### src/common/umlc_pkg.sv
package umlc_pkg;

  // core clock and default line rate
  localparam int unsigned UMLC_CLK_HZ  = 100_000_000;
  localparam int unsigned UMLC_BAUD    = 115_200;
  // whole cycles per bit, rounded down
  localparam int unsigned UMLC_BIT_CYC = UMLC_CLK_HZ / UMLC_BAUD;
  localparam int unsigned UMLC_CNT_W   = 16;

  // character framing
  localparam int unsigned UMLC_DATA_W  = 8;
  localparam int unsigned UMLC_BIT_W   = 3;
  localparam logic        UMLC_MARK    = 1'b1;
  localparam logic        UMLC_SPACE   = 1'b0;

  // synchroniser vector layout
  localparam int unsigned UMLC_SY_RXD  = 0;
  localparam int unsigned UMLC_SY_DRX  = 1;
  localparam int unsigned UMLC_SY_DSR  = 2;
  localparam int unsigned UMLC_SY_CTS  = 3;
  localparam int unsigned UMLC_SY_DCD  = 4;
  localparam int unsigned UMLC_SY_RI   = 5;
  localparam int unsigned UMLC_SY_MODE = 6;
  localparam int unsigned UMLC_SY_W    = 8;
  // idle data lines sit at mark, status low, mode single-ended
  localparam logic [7:0]  UMLC_SY_RST  = 8'h03;

  // port line mode
  typedef enum logic [1:0] {
    UMLC_MODE_SE   = 2'b00,
    UMLC_MODE_P2P  = 2'b01,
    UMLC_MODE_MDRP = 2'b10
  } umlc_mode_t;

  // transmitter and receiver sequence states
  typedef enum logic [1:0] {
    UMLC_S_IDLE  = 2'b00,
    UMLC_S_START = 2'b01,
    UMLC_S_DATA  = 2'b10,
    UMLC_S_STOP  = 2'b11
  } umlc_state_t;

endpackage

### src/verilog/umlc_line_ctrl.sv
`timescale 1ns/100ps
module umlc_line_ctrl
  import umlc_pkg::*;
#(
  parameter logic [15:0] BIT_CYC = 16'(umlc_pkg::UMLC_BIT_CYC)
)
(
  input  wire logic                      core_clk_in,
  input  wire logic                      rst_n_in,
  // software-side controls, same clock
  input  wire logic                      loopback_in,
  input  wire logic                      term_ready_in,
  input  wire logic                      req_send_in,
  input  wire logic [UMLC_DATA_W-1:0]    tx_data_in,
  input  wire logic                      tx_valid_in,
  output logic                           tx_ready_out,
  output logic                           tx_idle_out,
  output logic [UMLC_DATA_W-1:0]         rx_data_out,
  output logic                           rx_valid_out,
  output logic                           rx_frame_err_out,
  // pins
  input  wire logic [1:0]                mode_in,
  output logic                           txd_out,
  input  wire logic                      rxd_in,
  output logic                           diff_tx_out,
  output logic                           diff_tx_oe_out,
  input  wire logic                      diff_rx_in,
  output logic                           term_ready_out,
  output logic                           req_send_out,
  input  wire logic                      dsr_in,
  input  wire logic                      cts_in,
  input  wire logic                      dcd_in,
  input  wire logic                      ri_in,
  // synchronised modem status
  output logic                           dsr_out,
  output logic                           cts_out,
  output logic                           dcd_out,
  output logic                           ri_out,
  output logic                           ri_event_out
);

  logic [UMLC_SY_W-1:0]   sy1_reg, sy2_reg;
  umlc_mode_t             mode;
  logic                   diff_mode;
  logic                   tx_allow;
  logic                   rx_line;
  logic                   accept;

  umlc_state_t            state_reg,  state_next;
  logic [UMLC_CNT_W-1:0]  cnt_reg,    cnt_next;
  logic [UMLC_BIT_W-1:0]  bit_reg,    bit_next;
  logic [UMLC_DATA_W-1:0] shift_reg,  shift_next;
  logic                   line_reg,   line_next;
  logic                   ready_reg,  ready_next;
  logic [1:0]             warm_reg,   warm_next;

  logic                   txd_reg,    txd_next;
  logic                   dtx_reg,    dtx_next;
  logic                   doe_reg,    doe_next;
  logic                   dtr_reg,    dtr_next;
  logic                   rts_reg,    rts_next;
  logic [3:0]             st_reg,     st_next;
  logic                   ri_ev_reg,  ri_ev_next;

  // two flops on every pin input; first stage feeds only the second
  always_ff @(posedge core_clk_in)
  begin
    if (!rst_n_in)
    begin
      sy1_reg <= UMLC_SY_RST;
      sy2_reg <= UMLC_SY_RST;
    end
    else
    begin
      sy1_reg <= {mode_in, ri_in, dcd_in, cts_in, dsr_in, diff_rx_in, rxd_in};
      sy2_reg <= sy1_reg;
    end
  end

  // static mode
  // mode is a strap; synchronised once and used as a steady level
  assign mode      = umlc_mode_t'(sy2_reg[UMLC_SY_MODE +: 2]);
  assign diff_mode = (mode == UMLC_MODE_P2P) || (mode == UMLC_MODE_MDRP);

  // rts gates transmit
  // in differential modes a character only starts if the bit was low one edge earlier
  assign tx_allow = !diff_mode || !req_send_in;
  assign accept   = tx_valid_in && ready_reg;

  // multidrop receives only while bit high
  always_comb
  begin
    if (loopback_in)
      rx_line = line_reg;
    else if (mode == UMLC_MODE_SE)
      rx_line = sy2_reg[UMLC_SY_RXD];
    else if (mode == UMLC_MODE_MDRP && !req_send_in)
      rx_line = UMLC_MARK; // own echo on the shared pair is ignored
    else
      rx_line = sy2_reg[UMLC_SY_DRX];
  end

  // transmit sequencer, lsb first, one stop bit
  always_comb
  begin
    state_next = state_reg;
    cnt_next   = cnt_reg;
    bit_next   = bit_reg;
    shift_next = shift_reg;
    line_next  = line_reg;
    unique case (state_reg)
      UMLC_S_IDLE:
      begin
        line_next = UMLC_MARK;
        if (accept)
        begin
          shift_next = tx_data_in;
          cnt_next   = BIT_CYC - 1'b1;
          line_next  = UMLC_SPACE;
          state_next = UMLC_S_START;
        end
      end
      UMLC_S_START:
      begin
        if (cnt_reg != '0)
          cnt_next = cnt_reg - 1'b1;
        else
        begin
          cnt_next   = BIT_CYC - 1'b1;
          bit_next   = '0;
          line_next  = shift_reg[0];
          state_next = UMLC_S_DATA;
        end
      end
      UMLC_S_DATA:
      begin
        if (cnt_reg != '0)
          cnt_next = cnt_reg - 1'b1;
        else
        begin
          cnt_next = BIT_CYC - 1'b1;
          if (bit_reg == UMLC_BIT_W'(UMLC_DATA_W - 1))
          begin
            line_next  = UMLC_MARK;
            state_next = UMLC_S_STOP;
          end
          else
          begin
            shift_next = shift_reg >> 1;
            line_next  = shift_reg[1];
            bit_next   = bit_reg + 1'b1;
          end
        end
      end
      UMLC_S_STOP:
      begin
        if (cnt_reg != '0)
          cnt_next = cnt_reg - 1'b1;
        else
          state_next = UMLC_S_IDLE;
      end
    endcase
    // ready is one flop late, so allow may already have dropped
    // hold until mode settles
    // mode flops show single-ended for two edges after reset, which
    // would let a differential port start with the bit high
    warm_next  = warm_reg[1] ? warm_reg : warm_reg + 2'h1;
    ready_next = (state_next == UMLC_S_IDLE) && tx_allow && warm_reg[1];
  end

  always_ff @(posedge core_clk_in)
  begin
    if (!rst_n_in)
    begin
      state_reg <= UMLC_S_IDLE;
      cnt_reg   <= '0;
      bit_reg   <= '0;
      shift_reg <= '0;
      line_reg  <= UMLC_MARK;
      ready_reg <= 1'b0;
      warm_reg  <= '0;
    end
    else
    begin
      state_reg <= state_next;
      cnt_reg   <= cnt_next;
      bit_reg   <= bit_next;
      shift_reg <= shift_next;
      line_reg  <= line_next;
      ready_reg <= ready_next;
      warm_reg  <= warm_next;
    end
  end

  // pin drive and modem control, all registered
  always_comb
  begin
    txd_next = (loopback_in || mode != UMLC_MODE_SE) ? UMLC_MARK : line_reg;
    dtx_next = (loopback_in || !diff_mode) ? UMLC_MARK : line_reg;
    doe_next = diff_mode && !req_send_in;
    dtr_next = term_ready_in;
    rts_next = req_send_in;
    st_next  = sy2_reg[UMLC_SY_RI:UMLC_SY_DSR];
    ri_ev_next = sy2_reg[UMLC_SY_RI] != st_reg[3];
  end

  always_ff @(posedge core_clk_in)
  begin
    if (!rst_n_in)
    begin
      txd_reg   <= UMLC_MARK;
      dtx_reg   <= UMLC_MARK;
      doe_reg   <= 1'b0;
      dtr_reg   <= 1'b0;
      rts_reg   <= 1'b0;
      st_reg    <= '0;
      ri_ev_reg <= 1'b0;
    end
    else
    begin
      txd_reg   <= txd_next;
      dtx_reg   <= dtx_next;
      doe_reg   <= doe_next;
      dtr_reg   <= dtr_next;
      rts_reg   <= rts_next;
      st_reg    <= st_next;
      ri_ev_reg <= ri_ev_next;
    end
  end

  umlc_rx #(
    .BIT_CYC       (BIT_CYC)
  ) u_rx (
    .core_clk_in   (core_clk_in),
    .rst_n_in      (rst_n_in),
    .line_in       (rx_line),
    .data_out      (rx_data_out),
    .valid_out     (rx_valid_out),
    .frame_err_out (rx_frame_err_out)
  );

  assign tx_ready_out   = ready_reg;
  assign tx_idle_out    = line_reg; // current line level, mark when idle
  assign txd_out        = txd_reg;
  assign diff_tx_out    = dtx_reg;
  assign diff_tx_oe_out = doe_reg;
  assign term_ready_out = dtr_reg;
  assign req_send_out   = rts_reg;
  assign dsr_out        = st_reg[0];
  assign cts_out        = st_reg[1];
  assign dcd_out        = st_reg[2];
  assign ri_out         = st_reg[3];
  assign ri_event_out   = ri_ev_reg;

endmodule // umlc_line_ctrl

### src/verilog/umlc_rx.sv
`timescale 1ns/100ps
module umlc_rx
  import umlc_pkg::*;
#(
  parameter logic [15:0] BIT_CYC = 16'(umlc_pkg::UMLC_BIT_CYC)
)
(
  input  wire logic                  core_clk_in,
  input  wire logic                  rst_n_in,
  input  wire logic                  line_in,
  output logic [UMLC_DATA_W-1:0]     data_out,
  output logic                       valid_out,
  output logic                       frame_err_out
);

  umlc_state_t            state_reg,  state_next;
  logic [UMLC_CNT_W-1:0]  cnt_reg,    cnt_next;
  logic [UMLC_BIT_W-1:0]  bit_reg,    bit_next;
  logic [UMLC_DATA_W-1:0] shift_reg,  shift_next;
  logic [UMLC_DATA_W-1:0] data_reg,   data_next;
  logic                   valid_reg,  valid_next;
  logic                   ferr_reg,   ferr_next;

  // sample mid-bit; start edge checked again at half a bit to skip glitches
  always_comb
  begin
    state_next = state_reg;
    cnt_next   = cnt_reg;
    bit_next   = bit_reg;
    shift_next = shift_reg;
    data_next  = data_reg;
    valid_next = 1'b0;
    ferr_next  = 1'b0;
    unique case (state_reg)
      UMLC_S_IDLE:
      begin
        cnt_next = BIT_CYC >> 1;
        if (line_in == UMLC_SPACE)
          state_next = UMLC_S_START;
      end
      UMLC_S_START:
      begin
        if (cnt_reg != '0)
          cnt_next = cnt_reg - 1'b1;
        else if (line_in == UMLC_SPACE)
        begin
          cnt_next   = BIT_CYC - 1'b1;
          bit_next   = '0;
          state_next = UMLC_S_DATA;
        end
        else
          state_next = UMLC_S_IDLE; // glitch, not a start bit
      end
      UMLC_S_DATA:
      begin
        if (cnt_reg != '0)
          cnt_next = cnt_reg - 1'b1;
        else
        begin
          cnt_next   = BIT_CYC - 1'b1;
          shift_next = {line_in, shift_reg[UMLC_DATA_W-1:1]}; // lsb first
          bit_next   = bit_reg + 1'b1;
          if (bit_reg == UMLC_BIT_W'(UMLC_DATA_W - 1))
            state_next = UMLC_S_STOP;
        end
      end
      UMLC_S_STOP:
      begin
        if (cnt_reg != '0)
          cnt_next = cnt_reg - 1'b1;
        else
        begin
          data_next  = shift_reg;
          valid_next = 1'b1;
          ferr_next  = (line_in != UMLC_MARK);
          state_next = UMLC_S_IDLE;
        end
      end
    endcase
  end

  always_ff @(posedge core_clk_in)
  begin
    if (!rst_n_in)
    begin
      state_reg <= UMLC_S_IDLE;
      cnt_reg   <= '0;
      bit_reg   <= '0;
      shift_reg <= '0;
      data_reg  <= '0;
      valid_reg <= 1'b0;
      ferr_reg  <= 1'b0;
    end
    else
    begin
      state_reg <= state_next;
      cnt_reg   <= cnt_next;
      bit_reg   <= bit_next;
      shift_reg <= shift_next;
      data_reg  <= data_next;
      valid_reg <= valid_next;
      ferr_reg  <= ferr_next;
    end
  end

  assign data_out      = data_reg;
  assign valid_out     = valid_reg;
  assign frame_err_out = ferr_reg;

endmodule // umlc_rx

### config.mk
export PLATFORM = sky130hd
export DESIGN_NAME = umlc_line_ctrl
export DESIGN_NICKNAME = d
export VERILOG_FILES = /design/src/common/umlc_pkg.sv /design/src/verilog/umlc_line_ctrl.sv /design/src/verilog/umlc_rx.sv
export SDC_FILE = /design/constraint.sdc
export NUM_CORES = 1
export LEC_CHECK = 0
export BUFFER_PORTS_ARGS = -buffer_cell sky130_fd_sc_hd__buf_2
export CAP_MARGIN = 20
export CORE_MARGIN = 3
export CORE_UTILIZATION = 35
export DETAILED_ROUTE_END_ITERATION = 10
export GPL_ROUTABILITY_DRIVEN = 0
export HOLD_SLACK_MARGIN = 0.08
export PLACE_DENSITY = 0.6
export SLEW_MARGIN = 10
export SYNTH_ARGS = -nofsm -noshare
export SYNTH_HDL_FRONTEND = slang
export SYNTH_SLANG_ARGS = --single-unit
export TNS_END_PERCENT = 5
### constraint.sdc
create_clock -name core_clk_in -period 3.7 [get_ports core_clk_in]
set_input_delay 0.185 -clock core_clk_in [delete_from_list [all_inputs] [get_ports core_clk_in]]
set_output_delay 0.185 -clock core_clk_in [all_outputs]
set_load 0.03 [all_outputs]
## After elaboration in Yosys (flattened, before gate mapping)

Index checks and enable logic that the tools add are counted.

| cells by class | value |
|---|---|
| $add $sub $neg | 5 |
| multipliers | 0 |
| div/mod/pow operators | 0 |
| magnitude comparators | 0 |
| equality and inequality tests | 24 |
| shifts and indexed selects | 0 |
| muxes and demuxes | 44 |
| bitwise gates (word level) | 4 |
| reductions and logical operators | 36 |

Operator list:

| cell | count |
|---|---|
| 16-bit two-way mux | 7 |
| 16-bit case mux with 4 select lines | 1 |
| 16-bit case mux with 3 select lines | 1 |
| 16-bit nonzero test | 2 |
| 16-bit by 1-bit subtractor with 16-bit output (second input constant) | 2 |
| 2-bit two-way mux | 12 |
| 8-bit two-way mux | 3 |
| 2-bit != test (second input constant) | 10 |
| 3-bit two-way mux | 6 |
| 2-bit case mux with 4 select lines | 2 |
| 8-bit case mux with 2 select lines | 1 |
| 3-bit case mux with 2 select lines | 2 |
| 4-bit AND reduction | 3 |
| 2-bit == test (second input constant) | 5 |
| 2-bit AND reduction | 5 |
| 2-bit logical NOT | 4 |
| 1-bit two-way mux | 8 |
| 2-bit nonzero test | 4 |
| 3-bit by 1-bit adder with 3-bit output (second input constant) | 2 |
| 2-bit by 1-bit == test with 1-bit output (second input constant) | 3 |
| 3-bit == test (second input constant) | 2 |
| 2-bit OR reduction | 3 |
| 1-bit logical AND | 5 |
| 5-bit AND reduction | 1 |
| other kinds (11) | 19 |

| storage, ports and cells | value |
|---|---|
| bits in registers | 98 |
| bits in latches | 0 |
| bits in writable memories | 0 |
| memory bits (read-only) | 0 |
| bits of input ports | 22 |
| output and inout bits | 22 |
| logic and storage cells | 137 |
| memories | 0 |

## Logic depth before layout (Yosys ltp)

Gate-level depths: netlist of the first run.

| depth | value |
|---|---|
| depth after elaboration | 8 |
| depth in mapped cells | 10 |
| gate-level depth less buffers | 8 |

## By module

Synthesis of the first run repeated with hierarchy kept, for this count alone.

| unflattened totals | value |
|---|---|
| cell total of the unflattened synthesis | 523 |
| area, all modules | 4,730.8 um^2 |

Modules (own cells, without submodules):

| module | instances | cells each | area an instance (um^2) | sequential area each (um^2) |
|---|---|---|---|---|
| umlc_line_ctrl | 1 | 308 | 2,859.0 | 1,181.1 |
| umlc_rx | 1 | 215 | 1,871.8 | 780.7 |

## Worst setup path after synthesis of the first run

OpenSTA, ideal clock, no wires.

| timing | value |
|---|---|
| kind | reg-to-reg |
| from | reg cnt_reg[6] |
| to | reg shift_reg[1] |
| setup time | 0.119 ns |
| arrival time | 2.157 ns |
| required time | 3.581 ns |
| slack | 1.425 ns |
| cell stages (with the launch flop) | 7 |
| buffers on the path | 1 |
| clock period less this slack | 2.275 ns |
| cell sequence | dfxtp_1 -> or4_4 -> nor4b_4 -> nand2_2 -> or4b_1 -> buf_6 -> o221a_1 |

| between the ends | value |
|---|---|
| cells in the longest elaborated chain, start to end | 3 |

Ends and longest elaborated chain:

| item | line | source |
|---|---|---|
| from (decl) | umlc_line_ctrl.sv:50 | `logic [UMLC_CNT_W-1:0] cnt_reg, cnt_next;` |
| from (signal assigned) | umlc_line_ctrl.sv:186 | `cnt_reg <= cnt_next;` |
| 16-bit nonzero test | umlc_line_ctrl.sv:137 | `if (cnt_reg != '0)` |
| 2-bit != test (no source line) | -- |  |
| 4-bit AND reduction (no source line) | -- |  |
| to (signal assigned) | umlc_line_ctrl.sv:188 | `shift_reg <= shift_next;` |
| to (decl) | umlc_line_ctrl.sv:52 | `logic [UMLC_DATA_W-1:0] shift_reg, shift_next;` |

No other way between the ends.
A chain may end at the register's enable or synchronous reset.

## Worst setup path in the final report of the first run

| timing | value |
|---|---|
| from | reg cnt_reg[6] |
| to | reg shift_reg[2] |

Same word-level chain as after synthesis.

==> results of run 1 <==
[placed cells by master (no fill, tap or decap), drive strengths merged, types with 4 or more instances in the layout]
master	synthesis	routed
o31ai	5	5
a31oi	7	7
o211ai	9	9
and2	25	25
nor3	12	12
o221a	10	10
nor2	63	63
ha	19	19
dlygate4sd3	0	10
nand2	65	65
nor4b	4	4
nand2b	10	10
a21oi	45	45
and3	5	5
nor4	5	5
dfxtp	98	98
or4	5	5
buf	3	49
xnor2	4	4
nand3	14	14
clkbuf	20	10
xor2	13	13
inv	19	20
o21ai	23	23
[cell families after synthesis]
| logic type | Yosys count | synth area share, % |
|---|---|---|
| compound gates | 121 | 18.2 |
| xor+xnor | 17 | 3.34 |
| fa+ha+maj | 19 | 5.34 |
| buf+inv | 43 | 3.82 |
| flops | 98 | 44.1 |
| simple gates | 224 | 25.3 |
[critical path, delay by kind of cell (launching register included)]
| family | cells | cell delay, ns |
|---|---|---|
| and+or+nand+nor | 4 | 1.91 |
| DFF | 1 | 0.36 |
| AOI/OAI and AO/OA | 1 | 0.33 |
[routing by layer]
metal / vias up / part of all wire [%] / wire length, µm
met5: - / 0 / 0
met2: 69 / 47 / 4730
met1: 1743 / 48 / 4760
met3: 10 / 3.7 / 375
li1: 1923 / - / -
met4: 0 / 1.6 / 157
[area by class of cell]
| cell class | count | area (µm²) |
|---|---|---|
| Timing Repair Buffer | 60 | 368 |
| Tap cell | 168 | 210 |
| Sequential cell | 98 | 1960 |
| Clock inverter | 6 | 114 |
| Fill cell | 1252 | 6940 |
| Multi-Input combinational cell | 381 | 2320 |
| Inverter | 20 | 75.1 |
| Clock buffer | 9 | 225 |
[path summary, 6_finish.rpt]
check,to,slack (ns),depth (start not counted)
setup / recovery,shift_reg[2]$_SDFFE_PN0P_,0.98,5
hold / removal,diff_tx_out$_SDFF_PP1_,0.15,3
setup reg to reg,shift_reg[2]$_SDFFE_PN0P_,0.98,5
hold reg to reg,sy2_reg[0]$_SDFF_PN1_,0.41,1
[stage by stage]
stage | util [%] | std cells
CTS | 43.1 | 741
global route | 43.2 | 742
global placement | 39.5 | 716
floorplan | - | 522
detailed placement | 39.5 | 716
finish | 43.2 | 742
[power by group through the flow]
stage	Clock (W)	Combinational, W	Sequential [W]
2_1_floorplan	0	0.000695	0.00125
3_3_place_gp	0	0.000883	0.00125
3_5_place_dp	0	0.000906	0.00125
4_1_cts	0.00111	0.000920	0.00123
5_1_grt	0.00114	0.00105	0.00124
6_report	0.00107	0.000924	0.00123
==> results.cfg, run 1 <==
[clocking]
clockBufferDepth = 2
clkLatencyLatePin_ns = 0.35
cts_setup_buffers = 0
cts_tree = built
hold_buffers = 10
cts.sinks = 98
cts-root-buf = clkbuf_16
cts-resized-gates = 0
clkTransAtPathRegs_ns = 0.07
cts.htree.levels = 3
cts_buffers = 9

[power_and_ir_drop]
ir_drop_mv = 0.216
power_frac_seq_pct = 38.2
leakagePower_nw = 2.11
netSwitchingFraction_pct = 33.0
switchingPower_w = 0.00106
comb_power_share_pct = 28.6
power_frac_clock_pct = 33.2
pwr_density_cell_nw_per_um2 = 612
power.total_w = 0.00323
intPower_w = 0.00216

[setup_path]
path_cells = or4_4 -> nor4b_4 -> nand2_2 -> or4b_1 -> o221a_1
cp_max_fo = 14
crit_start = cnt_reg[6]$_SDFFE_PN0P_
start_kind = flip-flop
r2r_start = cnt_reg[6]$_SDFFE_PN0P_
critPathKind = flip-flop to flip-flop
slowest_delay_ns = 0.74
cp_slowest_cell = or4b_1
crit_required_ns = 3.93
crit_path_end_kind = flip-flop
worstPathArrival_ns = 2.95

[grt]
grt-busiest-layer = met2
gr-usage-met3_pct = 3.49
grt-ovfl-total = 0
grt_pass1_vias = 3679
grt_pass1_wl_um = 17100
grt_start_max_net_pins = 42
gr-usage-met1_pct = 18.8
use_met2_pct = 23.8
antenna_found_initial = 0
grt_usage_pct = 14.7

[die]
die-area_um2 = 14100
num_rows = 40
die_height_um = 119
core_um2 = 12200
die_w_um = 119
ioPinCount = 44
start_util_pct = 36.5

[layout]
stdcell_area_um2 = 5270
layout.nets = 611
diodes = 0
area_growth_pct = 18.5
drive_above_1_share_pct = 13.6

[run]
maxCapViolCount = 0

[place]
pre_cts_ws_ns = 0.805
io_buffers = 43
dp_hpwl_um = 6890
dpl_cell_area_um2 = 4830

[logic_synthesis]
synth_seq_cells = 98
yosysTopAreaCellShare_pct = 44.1
synth_most_common_cell = dfxtp_1
yosys-top-cells-count = dfxtp_1 (98), nand2_1 (63), nor2_1 (63), a21oi_1 (45), and2_1 (25)
synth.area.top_cells = dfxtp_1 (44%), ha_1 (5.3%), nand2_1 (5.3%)
ys_async_sr_fraction_pct = 0
synth.distinct_cells = 58
synth_area_leader_cell = dfxtp_1
yosysWarnings = 0
syn_avg_cell_area_um2 = 8.53
syn-cell-area_um2 = 4450
synthFlopType = dfxtp_1
syn-instance-count = 522
synth-edff-count = 0
synth-seq-area-share_pct = 44.1
syn_nets = 563

[sta]
period_share_pct = 73.4
worst_slack_ns = 0.985
slew_headroom_pct = 50.3
hold_viol = 0
holdWs_ns = 0.152
timing.fmax_mhz = 368
tns_ns = 0
setup_viol = 0
grt_setup_unrepaired = no
worst_pin_slew_ns = 0.746
min_period_ns = 2.72
clock_skew_ns = 0.00937
finalMaxSlewViolations = 0

[routing]
drt_iter0_drc = 299
vias = 3745
first_pass_iters = 6
drc_errors = 0
wirelength_um = 10000
ant_nets = 0
viasPerCell = 5.05
wl_per_cell_um = 13.5

[status]
status = complete, no violations

[hold_path]
min_from = loopback_in
min-delay-path-class = primary input to flip-flop
(Power assumes the default switching activity.)
==> run 2: changes to the inputs <==
--- a/config.mk
+++ b/config.mk
@@ -5,6 +5,7 @@
 export SDC_FILE = /design/constraint.sdc
 export NUM_CORES = 1
 export LEC_CHECK = 0
+export ABC_AREA = 1
 export BUFFER_PORTS_ARGS = -buffer_cell sky130_fd_sc_hd__buf_2
 export CAP_MARGIN = 20
 export CORE_MARGIN = 3
==> constraint.sdc (replaced) <==
create_clock -name core_clk_in -period 2.57 [get_ports core_clk_in]
set_input_delay 0.1285 -clock core_clk_in [delete_from_list [all_inputs] [get_ports core_clk_in]]
set_output_delay 0.1285 -clock core_clk_in [all_outputs]
set_load 0.03 [all_outputs]
==> results.cfg, run 2 <==
[die]
num_rows = 42
die_height_um = 124
core_um2 = 13400
die_w_um = 124
die-area_um2 = 15300
ioPinCount = 44
start_util_pct = 36.1

[setup_path]
cp_common_cell = o21ai_0
cp_max_fo = 19
worstPathArrival_ns = 2.24
path_cells = inv_1 -> ha_1 -> clkinv_1 -> o21ai_0 -> o21ai_0 -> a21oi_1
cp_slowest_cell = clkinv_1
crit_required_ns = 2.83
crit_buf_inv = 2
start_kind = flip-flop
crit_path_end_kind = flip-flop
critPathKind = flip-flop to flip-flop
cp_top_family = compound AO/OA/AOI/OAI gates
slowest_delay_ns = 0.47

[clocking]
clkLatencyLatePin_ns = 0.35
hold_buffers = 12
cts.htree.levels = 3
cts-root-buf = clkbuf_16
cts_tree = built
clkTransAtPathRegs_ns = 0.07
cts_setup_buffers = 0
cts_buffers = 9
cts-resized-gates = 0
clockBufferDepth = 2
cts.sinks = 98

[grt]
grt_pass1_vias = 3846
grt_usage_pct = 14.4
grt-ovfl-total = 0
antenna_found_initial = 0
grt_start_max_net_pins = 57
grt_pass1_wl_um = 17500

[logic_synthesis]
synth_area_leader_cell = dfxtp_1
yosys-top-cells-count = nand2_1 (152), dfxtp_1 (98), inv_1 (94), nor2_1 (69), a21oi_1 (55)
syn-cell-area_um2 = 4840
synth.area.top_cells = dfxtp_1 (41%), nand2_1 (12%), inv_1 (7.3%)
synth_seq_cells = 98
yosysTopAreaCellShare_pct = 40.6
synthFlopType = dfxtp_1
syn_avg_cell_area_um2 = 7.08
synth-seq-area-share_pct = 40.6
ys_async_sr_fraction_pct = 0
synth-edff-count = 0
synth.distinct_cells = 35
synth_most_common_cell = nand2_1
syn_nets = 724
syn-instance-count = 683
yosysWarnings = 0

[layout]
layout.nets = 773
area_growth_pct = 15.6
n_fill_cell = 1396
drive_above_1_share_pct = 13.6
finalNonFillerCells = 913
layout_commonest_cell = nand2_1
final_cell_mix = nand2_1 (152), dfxtp_1 (98), inv_1 (94), nor2_1 (69), a21oi_1 (55)
diodes = 0

[sta]
worst_pin_slew_ns = 0.548
finalMaxSlewViolations = 0
min_period_ns = 1.97
period_share_pct = 76.7
worst_slack_ns = 0.600
clock_skew_ns = 0.00949
hold_viol = 0
slew_headroom_pct = 63.4
setup_viol = 0
grt_setup_unrepaired = no
tns_ns = 0
timing.fmax_mhz = 508

[place]
dp_hpwl_um = 7380
pre_cts_ws_ns = 0.601
dpl.cell_count = 885
io_buffers = 43

[routing]
viasPerCell = 4.65
drt_iter0_drc = 215
wl_per_cell_um = 11.4
wirelength_um = 10400
vias = 4245
ant_nets = 0
drc_errors = 0
first_pass_iters = 5

[status]
status = complete, no violations

[power_and_ir_drop]
ir_drop_mv = 0.511
leakagePower_nw = 2.73
pwr_density_cell_nw_per_um2 = 783

[hold_path]
min-delay-path-class = primary input to flip-flop

[run]
maxCapViolCount = 0
-- run 2: cell types whose count changed in the layout (fill, tap and decap cells not counted), moves of 22 or more --
cell     before  now
o21ai_0      22   44
nand2_1      63  152
inv_1        19   94
nand3_1      14   53
and2_1       25    0
-- run 2: per-stage QoR --
step / power [W] / hold slack [ns] / area [µm²] / utilization, %
floorplan: 0.00275 / 0.200 / 4840 / -
global placement: 0.00303 / 0.310 / 5170 / 38.6
detailed placement: 0.00302 / 0.313 / 5170 / 38.6
CTS: 0.00443 / 0.151 / 5590 / 41.7
global route: 0.00468 / 0.182 / 5590 / 41.7
finish: 0.00438 / 0.163 / 5590 / 41.7
-- run 2: cells by family after synthesis --
logic type / after synthesis / share of synthesized area (%)
xor+xnor: 6 / 1.09
buf+inv: 117 / 10.0
fa+ha+maj: 19 / 4.91
simple gates: 323 / 30.4
flops: 98 / 40.6
compound gates: 120 / 13.0
-- run 2: layout make-up --
type                            count  area [µm²]  share of cell area (%)
Multi-Input combinational cell    468        2390                    42.7
Sequential cell                    98        1960                    35.1
Inverter                           98         368                    6.58
Timing Repair Buffer               57         350                    6.26
Clock buffer                        9         225                    4.03
Tap cell                          176         220                    3.94
Clock inverter                      7        77.6                    1.39
-- run 2: final timing paths --
| check | endpoint | start | cells after the start | slack (ns) |
|---|---|---|---|---|
| min | shift_reg[5]$_SDFFE_PN0P_ | tx_data_in[5] | 5 | 0.16 |
| min reg2reg | sy2_reg[3]$_SDFF_PN0_ | sy1_reg[3]$_SDFF_PN0_ | 2 | 0.41 |
| max reg2reg | shift_reg[1]$_SDFFE_PN0P_ | state_reg[0]$_SDFF_PN0_ | 6 | 0.60 |
| max | shift_reg[1]$_SDFFE_PN0P_ | state_reg[0]$_SDFF_PN0_ | 6 | 0.60 |
-- run 2: power by group --
part / switching, W / internal (W) / total [W]
Combinational: 0.000849 / 0.000442 / 0.00129
Sequential: 0.0000900 / 0.00163 / 0.00172
Clock: 0.000608 / 0.000765 / 0.00137
-- run 2: tightest hold or removal path, cell delays in order --
cell,delay [ns]
buf_2,0.07
nand2_1,0.04
o21ai_0,0.06
o21ai_1,0.06
a21oi_1,0.10
-- run 2: per-layer routing --
| metal | GRT usage [%] | vias to the layer above | routed length (µm) |
|---|---|---|---|
| met2 | 22.2 | 92 | 4530 |
| met5 | 0 | - | 0 |
| met4 | 5.05 | 0 | 126 |
| met1 | 19.1 | 1871 | 5280 |
| li1 | - | 2272 | - |
| met3 | 4.16 | 10 | 518 |
